[config.mk]
export PLATFORM = sky130hd
export DESIGN_NAME = jtag_debug_security_subsystem
export DESIGN_NICKNAME = d
export VERILOG_FILES = /design/src/logic/jtag_dbg_pkg.sv /design/src/logic/jtag_debug_security_subsystem.sv /design/src/logic/tap_controller.sv
export SDC_FILE = /design/constraint.sdc
export NUM_CORES = 1
export LEC_CHECK = 0
export ABC_AREA = 1
export BUFFER_PORTS_ARGS = -buffer_cell sky130_fd_sc_hd__buf_2
export CAP_MARGIN = 20
export CORE_MARGIN = 10
export CORE_UTILIZATION = 40
export CTS_CLUSTER_SIZE = 12
export DETAILED_ROUTE_END_ITERATION = 12
export PLACE_DENSITY = 0.56
export SLEW_MARGIN = 10
export SYNTH_ARGS = -nofsm -noshare
export SYNTH_HDL_FRONTEND = slang
export SYNTH_SLANG_ARGS = --single-unit
[constraint.sdc]
create_clock -name sys_clk -period 7.9 [get_ports sys_clk]
set_input_delay 0.395 -clock sys_clk [delete_from_list [all_inputs] [get_ports sys_clk]]
set_output_delay 0.395 -clock sys_clk [all_outputs]
set_load 0.01 [all_outputs]
[src/logic/jtag_dbg_pkg.sv]
// constants, types and tables of the jtag debug and security subsystem
// assumes a single system clock; all scan pins are sampled into that clock
package jtag_dbg_pkg;
    localparam int          KEY_W           = 128;
    localparam int          IR_W            = 4;
    localparam int          WORD_W          = 32;
    localparam int          SEC_TAP_INDEX   = 2;
    // unlock path
    localparam logic [127:0] DEFAULT_VISIBLE_CODE = {128{1'b1}};
    localparam logic [127:0] HIDDEN_TIE_OFF       = 128'h5a3c_96e1_0f7b_2d48_c3a5_1e69_b7d0_4f82;
    localparam logic [127:0] HIDDEN_MATCH         = DEFAULT_VISIBLE_CODE ^ HIDDEN_TIE_OFF;
    localparam logic [31:0] OTP_CODE_BASE   = 32'hf000_0000;
    localparam logic [31:0] OTP_CODE_MASK   = 32'hffff_fff0;
    // instruction codes of the security unit tap
    localparam logic [3:0]  IR_KEY          = 4'hb;
    localparam logic [3:0]  IR_IDCODE       = 4'he;
    localparam logic [3:0]  IR_BOUNDARY     = 4'h0;
    localparam logic [3:0]  IR_BYPASS       = 4'hf;
    localparam logic [3:0]  IR_CAPTURE      = 4'h1;
    // identification, value arbitrary
    localparam logic [27:0] ID_BASE         = 28'h5a5_0001;
    // debug frames
    localparam logic [31:0] ROM_FRAME_BASE  = 32'hffa0_0000;
    localparam logic [31:0] CPU_FRAME_BASE  = 32'hffa0_1000;
    localparam logic [31:0] FRAME_MASK      = 32'hffff_f000;
    // debug rom table, index = word offset
    localparam logic [9:0]  ROM_IDX_CPU     = 10'h000;
    localparam logic [9:0]  ROM_IDX_RSV1    = 10'h001;
    localparam logic [9:0]  ROM_IDX_RSV2    = 10'h002;
    localparam logic [9:0]  ROM_IDX_RSV3    = 10'h003;
    localparam logic [9:0]  ROM_IDX_END     = 10'h004;
    localparam logic [31:0] ROM_CPU_PTR     = 32'h0000_1003;
    localparam logic [31:0] ROM_RSV1        = 32'h0000_2002;
    localparam logic [31:0] ROM_RSV2        = 32'h0000_3002;
    localparam logic [31:0] ROM_RSV3        = 32'h0000_4003;
    localparam logic [31:0] ROM_END         = 32'h0000_0000;

    typedef enum logic [3:0] {
        TEST_LOGIC_RESET, RUN_IDLE, SELECT_DR, CAPTURE_DR, SHIFT_DR, EXIT1_DR, PAUSE_DR, EXIT2_DR,
        UPDATE_DR, SELECT_IR, CAPTURE_IR, SHIFT_IR, EXIT1_IR, PAUSE_IR, EXIT2_IR, UPDATE_IR
    } tap_state_t;

    typedef enum logic [1:0] {CHAIN_KEY, CHAIN_ID, CHAIN_BOUNDARY, CHAIN_BYPASS} chain_t;
endpackage

[src/logic/jtag_debug_security_subsystem.sv]
// jtag security unit, tap routing gate, debug frame decode, debug rom, idcode, boundary chain
// assumes tck/tms/tdi/boundary pins are asynchronous; debug bus and otp port are on sys_clk
`timescale 1ns/1ps
module jtag_debug_security_subsystem #(
    parameter int          NUM_SEC_TAPS = 4,
    parameter int          BSC_LEN      = 16,
    parameter logic [3:0]  SILICON_REV  = 4'h0
) (
    input  wire logic                 sys_clk,
    input  wire logic                 rst,
    input  wire logic                 power_on_reset_n,
    input  wire logic                 tck,
    input  wire logic                 tms,
    input  wire logic                 tdi,
    output logic                      tdo,
    output logic                      tdo_oe_n,
    output logic                      returned_test_clock,
    input  wire logic [BSC_LEN-1:0]   bsc_pin_in,
    output logic [BSC_LEN-1:0]        bsc_pin_out,
    input  wire logic                 otp_prog_we,
    input  wire logic [31:0]          otp_prog_addr,
    input  wire logic [31:0]          otp_prog_wdata,
    output logic                      unlock,
    output logic [NUM_SEC_TAPS-1:0]   secondary_tap_enable,
    output logic                      test_tap_enable,
    output logic                      boundary_scan_enable,
    input  wire logic                 dbg_sel,
    input  wire logic                 dbg_write,
    input  wire logic [31:0]          dbg_addr,
    input  wire logic [31:0]          cpu_debug_rdata,
    output logic [31:0]               dbg_rdata,
    output logic                      dbg_ready,
    output logic                      debug_rom_frame_select,
    output logic                      cpu_debug_frame_select
);
    if (NUM_SEC_TAPS <= jtag_dbg_pkg::SEC_TAP_INDEX) begin : g_chk_taps
        $error("NUM_SEC_TAPS must exceed the security tap index");
    end
    if (BSC_LEN < 2) begin : g_chk_bsc
        $error("BSC_LEN must be at least 2");
    end

    localparam int KW = jtag_dbg_pkg::KEY_W;

    function automatic jtag_dbg_pkg::chain_t route_chain(input logic [3:0] ir, input logic open_access);
        if (ir == jtag_dbg_pkg::IR_KEY) begin
            route_chain = jtag_dbg_pkg::CHAIN_KEY;
        end else if (!open_access) begin
            route_chain = jtag_dbg_pkg::CHAIN_BYPASS;
        end else if (ir == jtag_dbg_pkg::IR_IDCODE) begin
            route_chain = jtag_dbg_pkg::CHAIN_ID;
        end else if (ir == jtag_dbg_pkg::IR_BOUNDARY) begin
            route_chain = jtag_dbg_pkg::CHAIN_BOUNDARY;
        end else begin
            route_chain = jtag_dbg_pkg::CHAIN_BYPASS;
        end
    endfunction

    function automatic logic [31:0] rom_entry(input logic [9:0] idx);
        if (idx == jtag_dbg_pkg::ROM_IDX_CPU) begin
            rom_entry = jtag_dbg_pkg::ROM_CPU_PTR;
        end else if (idx == jtag_dbg_pkg::ROM_IDX_RSV1) begin
            rom_entry = jtag_dbg_pkg::ROM_RSV1;
        end else if (idx == jtag_dbg_pkg::ROM_IDX_RSV2) begin
            rom_entry = jtag_dbg_pkg::ROM_RSV2;
        end else if (idx == jtag_dbg_pkg::ROM_IDX_RSV3) begin
            rom_entry = jtag_dbg_pkg::ROM_RSV3;
        end else if (idx == jtag_dbg_pkg::ROM_IDX_END) begin
            rom_entry = jtag_dbg_pkg::ROM_END;
        end else begin
            rom_entry = '0;
        end
    endfunction

    // pin synchronisers
    logic [1:0]         tck_sync_reg;
    logic [1:0]         tms_sync_reg;
    logic [1:0]         tdi_sync_reg;
    logic               tck_prev_reg;
    logic [BSC_LEN-1:0] bsc_s1_reg;
    logic [BSC_LEN-1:0] bsc_s2_reg;

    always_ff @(posedge sys_clk or posedge rst) begin
        if (rst) begin
            tck_sync_reg <= '0;
            tms_sync_reg <= 2'h3;
            tdi_sync_reg <= '0;
            tck_prev_reg <= 1'b0;
            bsc_s1_reg   <= '0;
            bsc_s2_reg   <= '0;
        end else begin
            tck_sync_reg <= {tck_sync_reg[0], tck};
            tms_sync_reg <= {tms_sync_reg[0], tms};
            tdi_sync_reg <= {tdi_sync_reg[0], tdi};
            tck_prev_reg <= tck_sync_reg[1];
            bsc_s1_reg   <= bsc_pin_in;
            bsc_s2_reg   <= bsc_s1_reg;
        end
    end

    wire logic tck_rise = tck_sync_reg[1] & ~tck_prev_reg;
    wire logic tck_fall = ~tck_sync_reg[1] & tck_prev_reg;
    wire logic tms_s    = tms_sync_reg[1];
    wire logic tdi_s    = tdi_sync_reg[1];

    jtag_dbg_pkg::tap_state_t tap_state;

    tap_controller u_tap (
        .sys_clk (sys_clk),
        .rst     (rst),
        .step    (tck_rise),
        .tms     (tms_s),
        .state   (tap_state)
    );

    // security state: key, code and unlock survive every reset except power-on; the key shift register is cleared by rst
    logic [127:0] key_reg;
    logic [127:0] key_next;
    logic [127:0] code_reg;
    logic [127:0] code_next;
    logic         unlock_reg;
    logic         unlock_next;
    logic [KW-1:0] key_shift_reg;
    logic          key_load;

    always_comb begin
        key_next  = key_load ? key_shift_reg : key_reg;
        code_next = code_reg;
        if (otp_prog_we && ((otp_prog_addr & jtag_dbg_pkg::OTP_CODE_MASK) == jtag_dbg_pkg::OTP_CODE_BASE)) begin
            // programming can only clear bits
            code_next[otp_prog_addr[3:2]*32 +: 32] = code_reg[otp_prog_addr[3:2]*32 +: 32] & otp_prog_wdata;
        end
        unlock_next = ((((code_reg ^ key_reg) ^ jtag_dbg_pkg::HIDDEN_TIE_OFF) == jtag_dbg_pkg::HIDDEN_MATCH)
                      && (code_reg != '0));
    end

    always_ff @(posedge sys_clk or negedge power_on_reset_n) begin
        if (!power_on_reset_n) begin
            key_reg    <= '0;
            code_reg   <= jtag_dbg_pkg::DEFAULT_VISIBLE_CODE;
            unlock_reg <= 1'b0;
        end else begin
            key_reg    <= key_next;
            code_reg   <= code_next;
            unlock_reg <= unlock_next;
        end
    end

    // scan chains and routing gate
    logic [3:0]            ir_shift_reg;
    logic [3:0]            ir_shift_next;
    logic [3:0]            ir_reg;
    logic [3:0]            ir_next;
    logic [KW-1:0]         key_shift_next;
    logic [31:0]           id_shift_reg;
    logic [31:0]           id_shift_next;
    logic [BSC_LEN-1:0]    bsc_shift_reg;
    logic [BSC_LEN-1:0]    bsc_shift_next;
    logic [BSC_LEN-1:0]    bsc_out_reg;
    logic [BSC_LEN-1:0]    bsc_out_next;
    logic                  bypass_reg;
    logic                  bypass_next;
    logic                  tdo_reg;
    logic                  tdo_next;
    logic                  tdo_oe_n_reg;
    logic                  tdo_oe_n_next;
    logic                  returned_test_clock_reg;
    logic [NUM_SEC_TAPS-1:0] sec_en_reg;
    logic [NUM_SEC_TAPS-1:0] sec_en_next;
    logic                  open_reg;
    jtag_dbg_pkg::chain_t  chain;

    always_comb begin
        chain          = route_chain(ir_reg, unlock_reg);
        ir_shift_next  = ir_shift_reg;
        ir_next        = ir_reg;
        key_shift_next = key_shift_reg;
        id_shift_next  = id_shift_reg;
        bsc_shift_next = bsc_shift_reg;
        bsc_out_next   = bsc_out_reg;
        bypass_next    = bypass_reg;
        tdo_next       = tdo_reg;
        tdo_oe_n_next  = tdo_oe_n_reg;
        key_load       = 1'b0;
        sec_en_next    = unlock_reg ? {NUM_SEC_TAPS{1'b1}}
                                    : NUM_SEC_TAPS'(1) << jtag_dbg_pkg::SEC_TAP_INDEX;
        if (tck_rise) begin
            case (tap_state)
                jtag_dbg_pkg::TEST_LOGIC_RESET: ir_next = jtag_dbg_pkg::IR_IDCODE;
                jtag_dbg_pkg::CAPTURE_IR: ir_shift_next = jtag_dbg_pkg::IR_CAPTURE;
                jtag_dbg_pkg::SHIFT_IR:   ir_shift_next = {tdi_s, ir_shift_reg[3:1]};
                jtag_dbg_pkg::UPDATE_IR:  ir_next = ir_shift_reg;
                jtag_dbg_pkg::CAPTURE_DR: begin
                    key_shift_next = '0;
                    id_shift_next  = {SILICON_REV, jtag_dbg_pkg::ID_BASE};
                    bsc_shift_next = bsc_s2_reg;
                    bypass_next    = 1'b0;
                end
                jtag_dbg_pkg::SHIFT_DR: begin
                    case (chain)
                        jtag_dbg_pkg::CHAIN_KEY:      key_shift_next = {tdi_s, key_shift_reg[KW-1:1]};
                        jtag_dbg_pkg::CHAIN_ID:       id_shift_next = {tdi_s, id_shift_reg[31:1]};
                        jtag_dbg_pkg::CHAIN_BOUNDARY: bsc_shift_next = {tdi_s, bsc_shift_reg[BSC_LEN-1:1]};
                        default:                      bypass_next = tdi_s;
                    endcase
                end
                jtag_dbg_pkg::UPDATE_DR: begin
                    if (chain == jtag_dbg_pkg::CHAIN_KEY) begin
                        key_load = 1'b1;
                    end else if (chain == jtag_dbg_pkg::CHAIN_BOUNDARY) begin
                        bsc_out_next = bsc_shift_reg;
                    end
                end
                default: ;
            endcase
        end
        if (tck_fall) begin
            tdo_oe_n_next = !((tap_state == jtag_dbg_pkg::SHIFT_IR) || (tap_state == jtag_dbg_pkg::SHIFT_DR));
            if (tap_state == jtag_dbg_pkg::SHIFT_IR) begin
                tdo_next = ir_shift_reg[0];
            end else begin
                case (chain)
                    jtag_dbg_pkg::CHAIN_KEY:      tdo_next = key_shift_reg[0];
                    jtag_dbg_pkg::CHAIN_ID:       tdo_next = id_shift_reg[0];
                    jtag_dbg_pkg::CHAIN_BOUNDARY: tdo_next = bsc_shift_reg[0];
                    default:                      tdo_next = bypass_reg;
                endcase
            end
        end
    end

    always_ff @(posedge sys_clk or posedge rst) begin
        if (rst) begin
            ir_shift_reg  <= '0;
            ir_reg        <= jtag_dbg_pkg::IR_IDCODE;
            key_shift_reg <= '0;
            id_shift_reg  <= '0;
            bsc_shift_reg <= '0;
            bsc_out_reg   <= '0;
            bypass_reg    <= 1'b0;
            tdo_reg       <= 1'b0;
            tdo_oe_n_reg  <= 1'b1;
            returned_test_clock_reg      <= 1'b0;
            sec_en_reg    <= '0;
            open_reg      <= 1'b0;
        end else begin
            ir_shift_reg  <= ir_shift_next;
            ir_reg        <= ir_next;
            key_shift_reg <= key_shift_next;
            id_shift_reg  <= id_shift_next;
            bsc_shift_reg <= bsc_shift_next;
            bsc_out_reg   <= bsc_out_next;
            bypass_reg    <= bypass_next;
            tdo_reg       <= tdo_next;
            tdo_oe_n_reg  <= tdo_oe_n_next;
            returned_test_clock_reg      <= tck_sync_reg[1];
            sec_en_reg    <= sec_en_next;
            open_reg      <= unlock_reg;
        end
    end

    // debug frame decode
    logic [31:0] rdata_reg;
    logic [31:0] rdata_next;
    logic        ready_reg;
    logic        rom_sel_reg;
    logic        rom_sel_next;
    logic        cpu_sel_reg;
    logic        cpu_sel_next;

    always_comb begin
        rdata_next   = '0;
        rom_sel_next = 1'b0;
        cpu_sel_next = 1'b0;
        if (dbg_sel && ((dbg_addr & jtag_dbg_pkg::FRAME_MASK) == jtag_dbg_pkg::ROM_FRAME_BASE)) begin
            rom_sel_next = 1'b1;
            if (!dbg_write) begin
                rdata_next = rom_entry(dbg_addr[11:2]);
            end
        end else if (dbg_sel && ((dbg_addr & jtag_dbg_pkg::FRAME_MASK) == jtag_dbg_pkg::CPU_FRAME_BASE)) begin
            cpu_sel_next = 1'b1;
            if (!dbg_write) begin
                rdata_next = cpu_debug_rdata;
            end
        end
    end

    always_ff @(posedge sys_clk or posedge rst) begin
        if (rst) begin
            rdata_reg   <= '0;
            ready_reg   <= 1'b0;
            rom_sel_reg <= 1'b0;
            cpu_sel_reg <= 1'b0;
        end else begin
            rdata_reg   <= rdata_next;
            ready_reg   <= dbg_sel;
            rom_sel_reg <= rom_sel_next;
            cpu_sel_reg <= cpu_sel_next;
        end
    end

    assign tdo                    = tdo_reg;
    assign tdo_oe_n               = tdo_oe_n_reg;
    assign returned_test_clock    = returned_test_clock_reg;
    assign bsc_pin_out            = bsc_out_reg;
    assign unlock                 = unlock_reg;
    assign secondary_tap_enable   = sec_en_reg;
    assign test_tap_enable        = open_reg;
    assign boundary_scan_enable   = open_reg;
    assign dbg_rdata              = rdata_reg;
    assign dbg_ready              = ready_reg;
    assign debug_rom_frame_select = rom_sel_reg;
    assign cpu_debug_frame_select = cpu_sel_reg;
endmodule

[src/logic/tap_controller.sv]
// ieee 1149.1 tap state machine stepped by detected tck rising edges
// assumes step is a one-cycle pulse and tms already synchronised
`timescale 1ns/1ps
module tap_controller (
    input  wire logic                    sys_clk,
    input  wire logic                    rst,
    input  wire logic                    step,
    input  wire logic                    tms,
    output jtag_dbg_pkg::tap_state_t     state
);
    jtag_dbg_pkg::tap_state_t state_reg;
    jtag_dbg_pkg::tap_state_t state_next;

    always_comb begin
        state_next = state_reg;
        if (step) begin
            case (state_reg)
                jtag_dbg_pkg::TEST_LOGIC_RESET: state_next = tms ? jtag_dbg_pkg::TEST_LOGIC_RESET : jtag_dbg_pkg::RUN_IDLE;
                jtag_dbg_pkg::RUN_IDLE:   state_next = tms ? jtag_dbg_pkg::SELECT_DR : jtag_dbg_pkg::RUN_IDLE;
                jtag_dbg_pkg::SELECT_DR:  state_next = tms ? jtag_dbg_pkg::SELECT_IR : jtag_dbg_pkg::CAPTURE_DR;
                jtag_dbg_pkg::CAPTURE_DR: state_next = tms ? jtag_dbg_pkg::EXIT1_DR : jtag_dbg_pkg::SHIFT_DR;
                jtag_dbg_pkg::SHIFT_DR:   state_next = tms ? jtag_dbg_pkg::EXIT1_DR : jtag_dbg_pkg::SHIFT_DR;
                jtag_dbg_pkg::EXIT1_DR:   state_next = tms ? jtag_dbg_pkg::UPDATE_DR : jtag_dbg_pkg::PAUSE_DR;
                jtag_dbg_pkg::PAUSE_DR:   state_next = tms ? jtag_dbg_pkg::EXIT2_DR : jtag_dbg_pkg::PAUSE_DR;
                jtag_dbg_pkg::EXIT2_DR:   state_next = tms ? jtag_dbg_pkg::UPDATE_DR : jtag_dbg_pkg::SHIFT_DR;
                jtag_dbg_pkg::UPDATE_DR:  state_next = tms ? jtag_dbg_pkg::SELECT_DR : jtag_dbg_pkg::RUN_IDLE;
                jtag_dbg_pkg::SELECT_IR:  state_next = tms ? jtag_dbg_pkg::TEST_LOGIC_RESET : jtag_dbg_pkg::CAPTURE_IR;
                jtag_dbg_pkg::CAPTURE_IR: state_next = tms ? jtag_dbg_pkg::EXIT1_IR : jtag_dbg_pkg::SHIFT_IR;
                jtag_dbg_pkg::SHIFT_IR:   state_next = tms ? jtag_dbg_pkg::EXIT1_IR : jtag_dbg_pkg::SHIFT_IR;
                jtag_dbg_pkg::EXIT1_IR:   state_next = tms ? jtag_dbg_pkg::UPDATE_IR : jtag_dbg_pkg::PAUSE_IR;
                jtag_dbg_pkg::PAUSE_IR:   state_next = tms ? jtag_dbg_pkg::EXIT2_IR : jtag_dbg_pkg::PAUSE_IR;
                jtag_dbg_pkg::EXIT2_IR:   state_next = tms ? jtag_dbg_pkg::UPDATE_IR : jtag_dbg_pkg::SHIFT_IR;
                default:                  state_next = tms ? jtag_dbg_pkg::SELECT_DR : jtag_dbg_pkg::RUN_IDLE;
            endcase
        end
    end

    always_ff @(posedge sys_clk or posedge rst) begin
        if (rst) begin
            state_reg <= jtag_dbg_pkg::TEST_LOGIC_RESET;
        end else begin
            state_reg <= state_next;
        end
    end

    assign state = state_reg;
endmodule

==> results.toml <==
[sta]
setup_viol = 0
slew_headroom = 0.309
setup_ws_ns = 4.93
slew_violations = 0
min_period_ns = 2.97
worst_pin_slew_ns = 1.03
skew_ns = 0.0212
rsz0062_at_grt = "false"
finalHoldViolations = 0
max_freq_mhz = 337
period_share = 0.375
fin_setup_tns_ns = 0

[clock_network]
cts_root_buf = "clkbuf_16"
cts_setup_buffers = 0
clk_path_buf_depth = 3
cts_tree = "built"
clk_pin_slew_worst_paths_ns = 0.06
clk-insertion-delay-late_ns = 0.65
cts_buffers = 60
cts_sinks = 540
h-tree-depth = 2

[logic_synthesis]
synthArstFlopShare = 1.00
synth_edf_count = 0
yosysMostFrequentCell = "nand2_1"
yosys.area.top_type_share = 0.413
yosys-top-cells-count = "nand2_1, dfrtp_1, o21ai_0"
yosysTopAreaCell = "dfrtp_1"
synth_fp_nets = 3086
synthCells = 2928
ys_ff_latch = 540
yosysUniqueCellTypes = 43
ys_seq_area_frac = 0.556
synth-main-ff-cell = "dfrtp_1"
syn_area_mm2 = 0.0246
synth_warnings = 0
netlist_top_cells_area = "dfrtp_1, dfstp_2, nand2_1"
syn_avg_cell_area_um2 = 8.40

[worst_setup_path]
crit_top_cell = "buf_4"
r2r_slack_ns = 5.03
crit_slowest_cell = "buf_4"
path_delay_family = "buffers and inverters"
rr_startpoint = "u_tap.state[3]"
crit_start = "otp_prog_addr[3]"
worstSetupStartpointType = "primary input"
required_ns = 8.45
worst-path-buf-inv = 6
cp_data_arrival_time_ns = 3.51
worstPathCellList = "buf_2 -> buf_4 -> inv_1 -> buf_4 -> ha_1 -> buf_4 -> nand2_1 -> nor2_4 -> buf_4 -> nand3_1 -> o21ai_0"
crit_type = "in -> reg"
endpoint_kind = "flip-flop"
critPathMaxStageDelay_ns = 0.53
cp_max_fo = 39

[floorplanning]
die_x_um = 268
die_y_um = 268
num_rows = 90
ios = 214
core_mm2 = 0.0606
floorplan.initialDensity = 0.406
dieArea_mm2 = 0.0718

[global_routing]
track_usage = 0.211
grt_pass1_vias = 20181
grt_pass1_wl_um = 118000
grt_max_degree = 177
antenna_found_initial = 7
grt.overflow.total = 0

[placed_design]
placedInstanceArea_mm2 = 0.0261
place_inst = 3789
dp.final_hpwl_um = 49900
portBuffers = 209
gp_congestion = 0.889
pre_cts_slack_ns = 4.41

[routing]
drc = 0
ant_nets = 0
detail_route.vias_per_cell = 5.21
wire_per_inst_um = 19.2
drtIter0Drc = 1936
firstDrtPassIters = 7
route.vias.total = 20652
drt_wl_total_um = 76000

[pwr]
totalPowerFinal_w = 0.00648
vdd_drop_max_mv = 0.176
power_frac_seq = 0.453
swShare = 0.266
p_leak_nw = 12.4
p_comb_frac = 0.102
power_switching_w = 0.00173
clkPwrFrac = 0.445
power_density_mw_per_mm2 = 225
internal_power_w = 0.00475

[status]
outcome = "completed"

[final_layout]
syn_to_final_growth_pct = 16.9
final_layout_size_suffix_gt1_frac = 0.155
fin_nets = 3288
instances_no_fill = 3965
fin_area_mm2 = 0.0287

[min_path]
hp-start = "otp_prog_wdata[29]"
hold_class = "in -> reg"

[flow_run]
max_cap_viol_count = 0
## layout make-up
cell class                 count  area, um^2
clock buffer                  89        1700
sequential                   540       13700
inverter                     331        1250
tap                          782         978
multi-input combinational   1899        8870
fill                        5863       31800
antenna                        1        2.50
clock inverter                25         339
timing repair buffer         298        1910
## worst reg2reg max path, stage by stage (launching register included)
cell and delay [ns]:
dfrtp_1 0.37, inv_1 0.09, nor2_1 0.26, inv_1 0.11
nor3_2 0.30, nand2_4 0.47, buf_12 0.43, o21ai_0 0.74
## power groups by stage
stage	Clock [W]	Combinational, W	Sequential (W)
2_1_floorplan	0	0.000446	0.00297
4_1_cts	0.00296	0.000660	0.00293
5_1_grt	0.00307	0.000744	0.00294
6_report	0.00288	0.000661	0.00293
3_3_place_gp	0	0.000617	0.00297
3_5_place_dp	0	0.000633	0.00298
## cell families after synthesis
kind of cell | count (synthesis) | synth area share
flip-flops | 540 | 0.556
AND/OR/NAND/NOR | 1231 | 0.207
buffers and inverters | 489 | 0.0840
other | 1 | 0.000153
adder cells (fa/ha/maj) | 5 | 0.00254
XOR/XNOR | 68 | 0.0242
AO/OA/AOI/OAI | 594 | 0.126
## final timing paths
path	cells after the start	to
setup / recovery	11	code_reg[5]
hold / removal	3	code_reg[29]
setup reg to reg	7	key_reg[79]
hold reg to reg	0	bsc_s2_reg[3]
max in group asynchronous	5	key_shift_reg[53]
min in group asynchronous	2	key_reg[52]
## per-stage QoR
stage           util  hold WS (ns)
3_5_place_dp   0.431         0.335
6_report       0.474        0.0311
2_1_floorplan      -        0.0994
5_1_grt        0.474        0.0393
3_3_place_gp   0.430         0.334
4_1_cts        0.474     0.0000772
## layer usage
| metal | global-route usage | vias up | wire, um |
|---|---|---|---|
| li1 | - | 9806 | - |
| met1 | 0.282 | 9861 | 32200 |
| met2 | 0.333 | 807 | 34700 |
| met3 | 0.0460 | 168 | 6500 |
| met4 | 0.0762 | 10 | 2600 |
| met5 | 0 | - | 56 |
## placed cells by master (no fill, tap or decap), types with 4 or more instances in the layout
cell type / count
nor3_1: 7
nand2_1: 642
dfstp_2: 134
nand4_1: 53
buf_2: 208
nand2_2: 10
clkinv_2: 10
nand3_1: 202
dfrtp_1: 406
bufinv_16: 6
inv_1: 325
nor2_1: 298
clkbuf_8: 9
o22ai_1: 23
o21ai_1: 147
clkbuf_1: 20
ha_1: 5
o21ai_0: 360
clkinvlp_4: 4
a22oi_1: 4
o211ai_1: 16
buf_4: 25
a21oi_1: 32
clkbuf_16: 60
dlygate4sd3_1: 61
a31oi_1: 7
xnor2_1: 66
nor2_2: 4
## timing repair
| item | CTS | global route |
|---|---|---|
| gates resized for setup | 0 | 0 |
| hold endpoints to repair | 144 | 0 |
| hold buffers | 61 | 0 |
(Power assumes the default switching activity.)
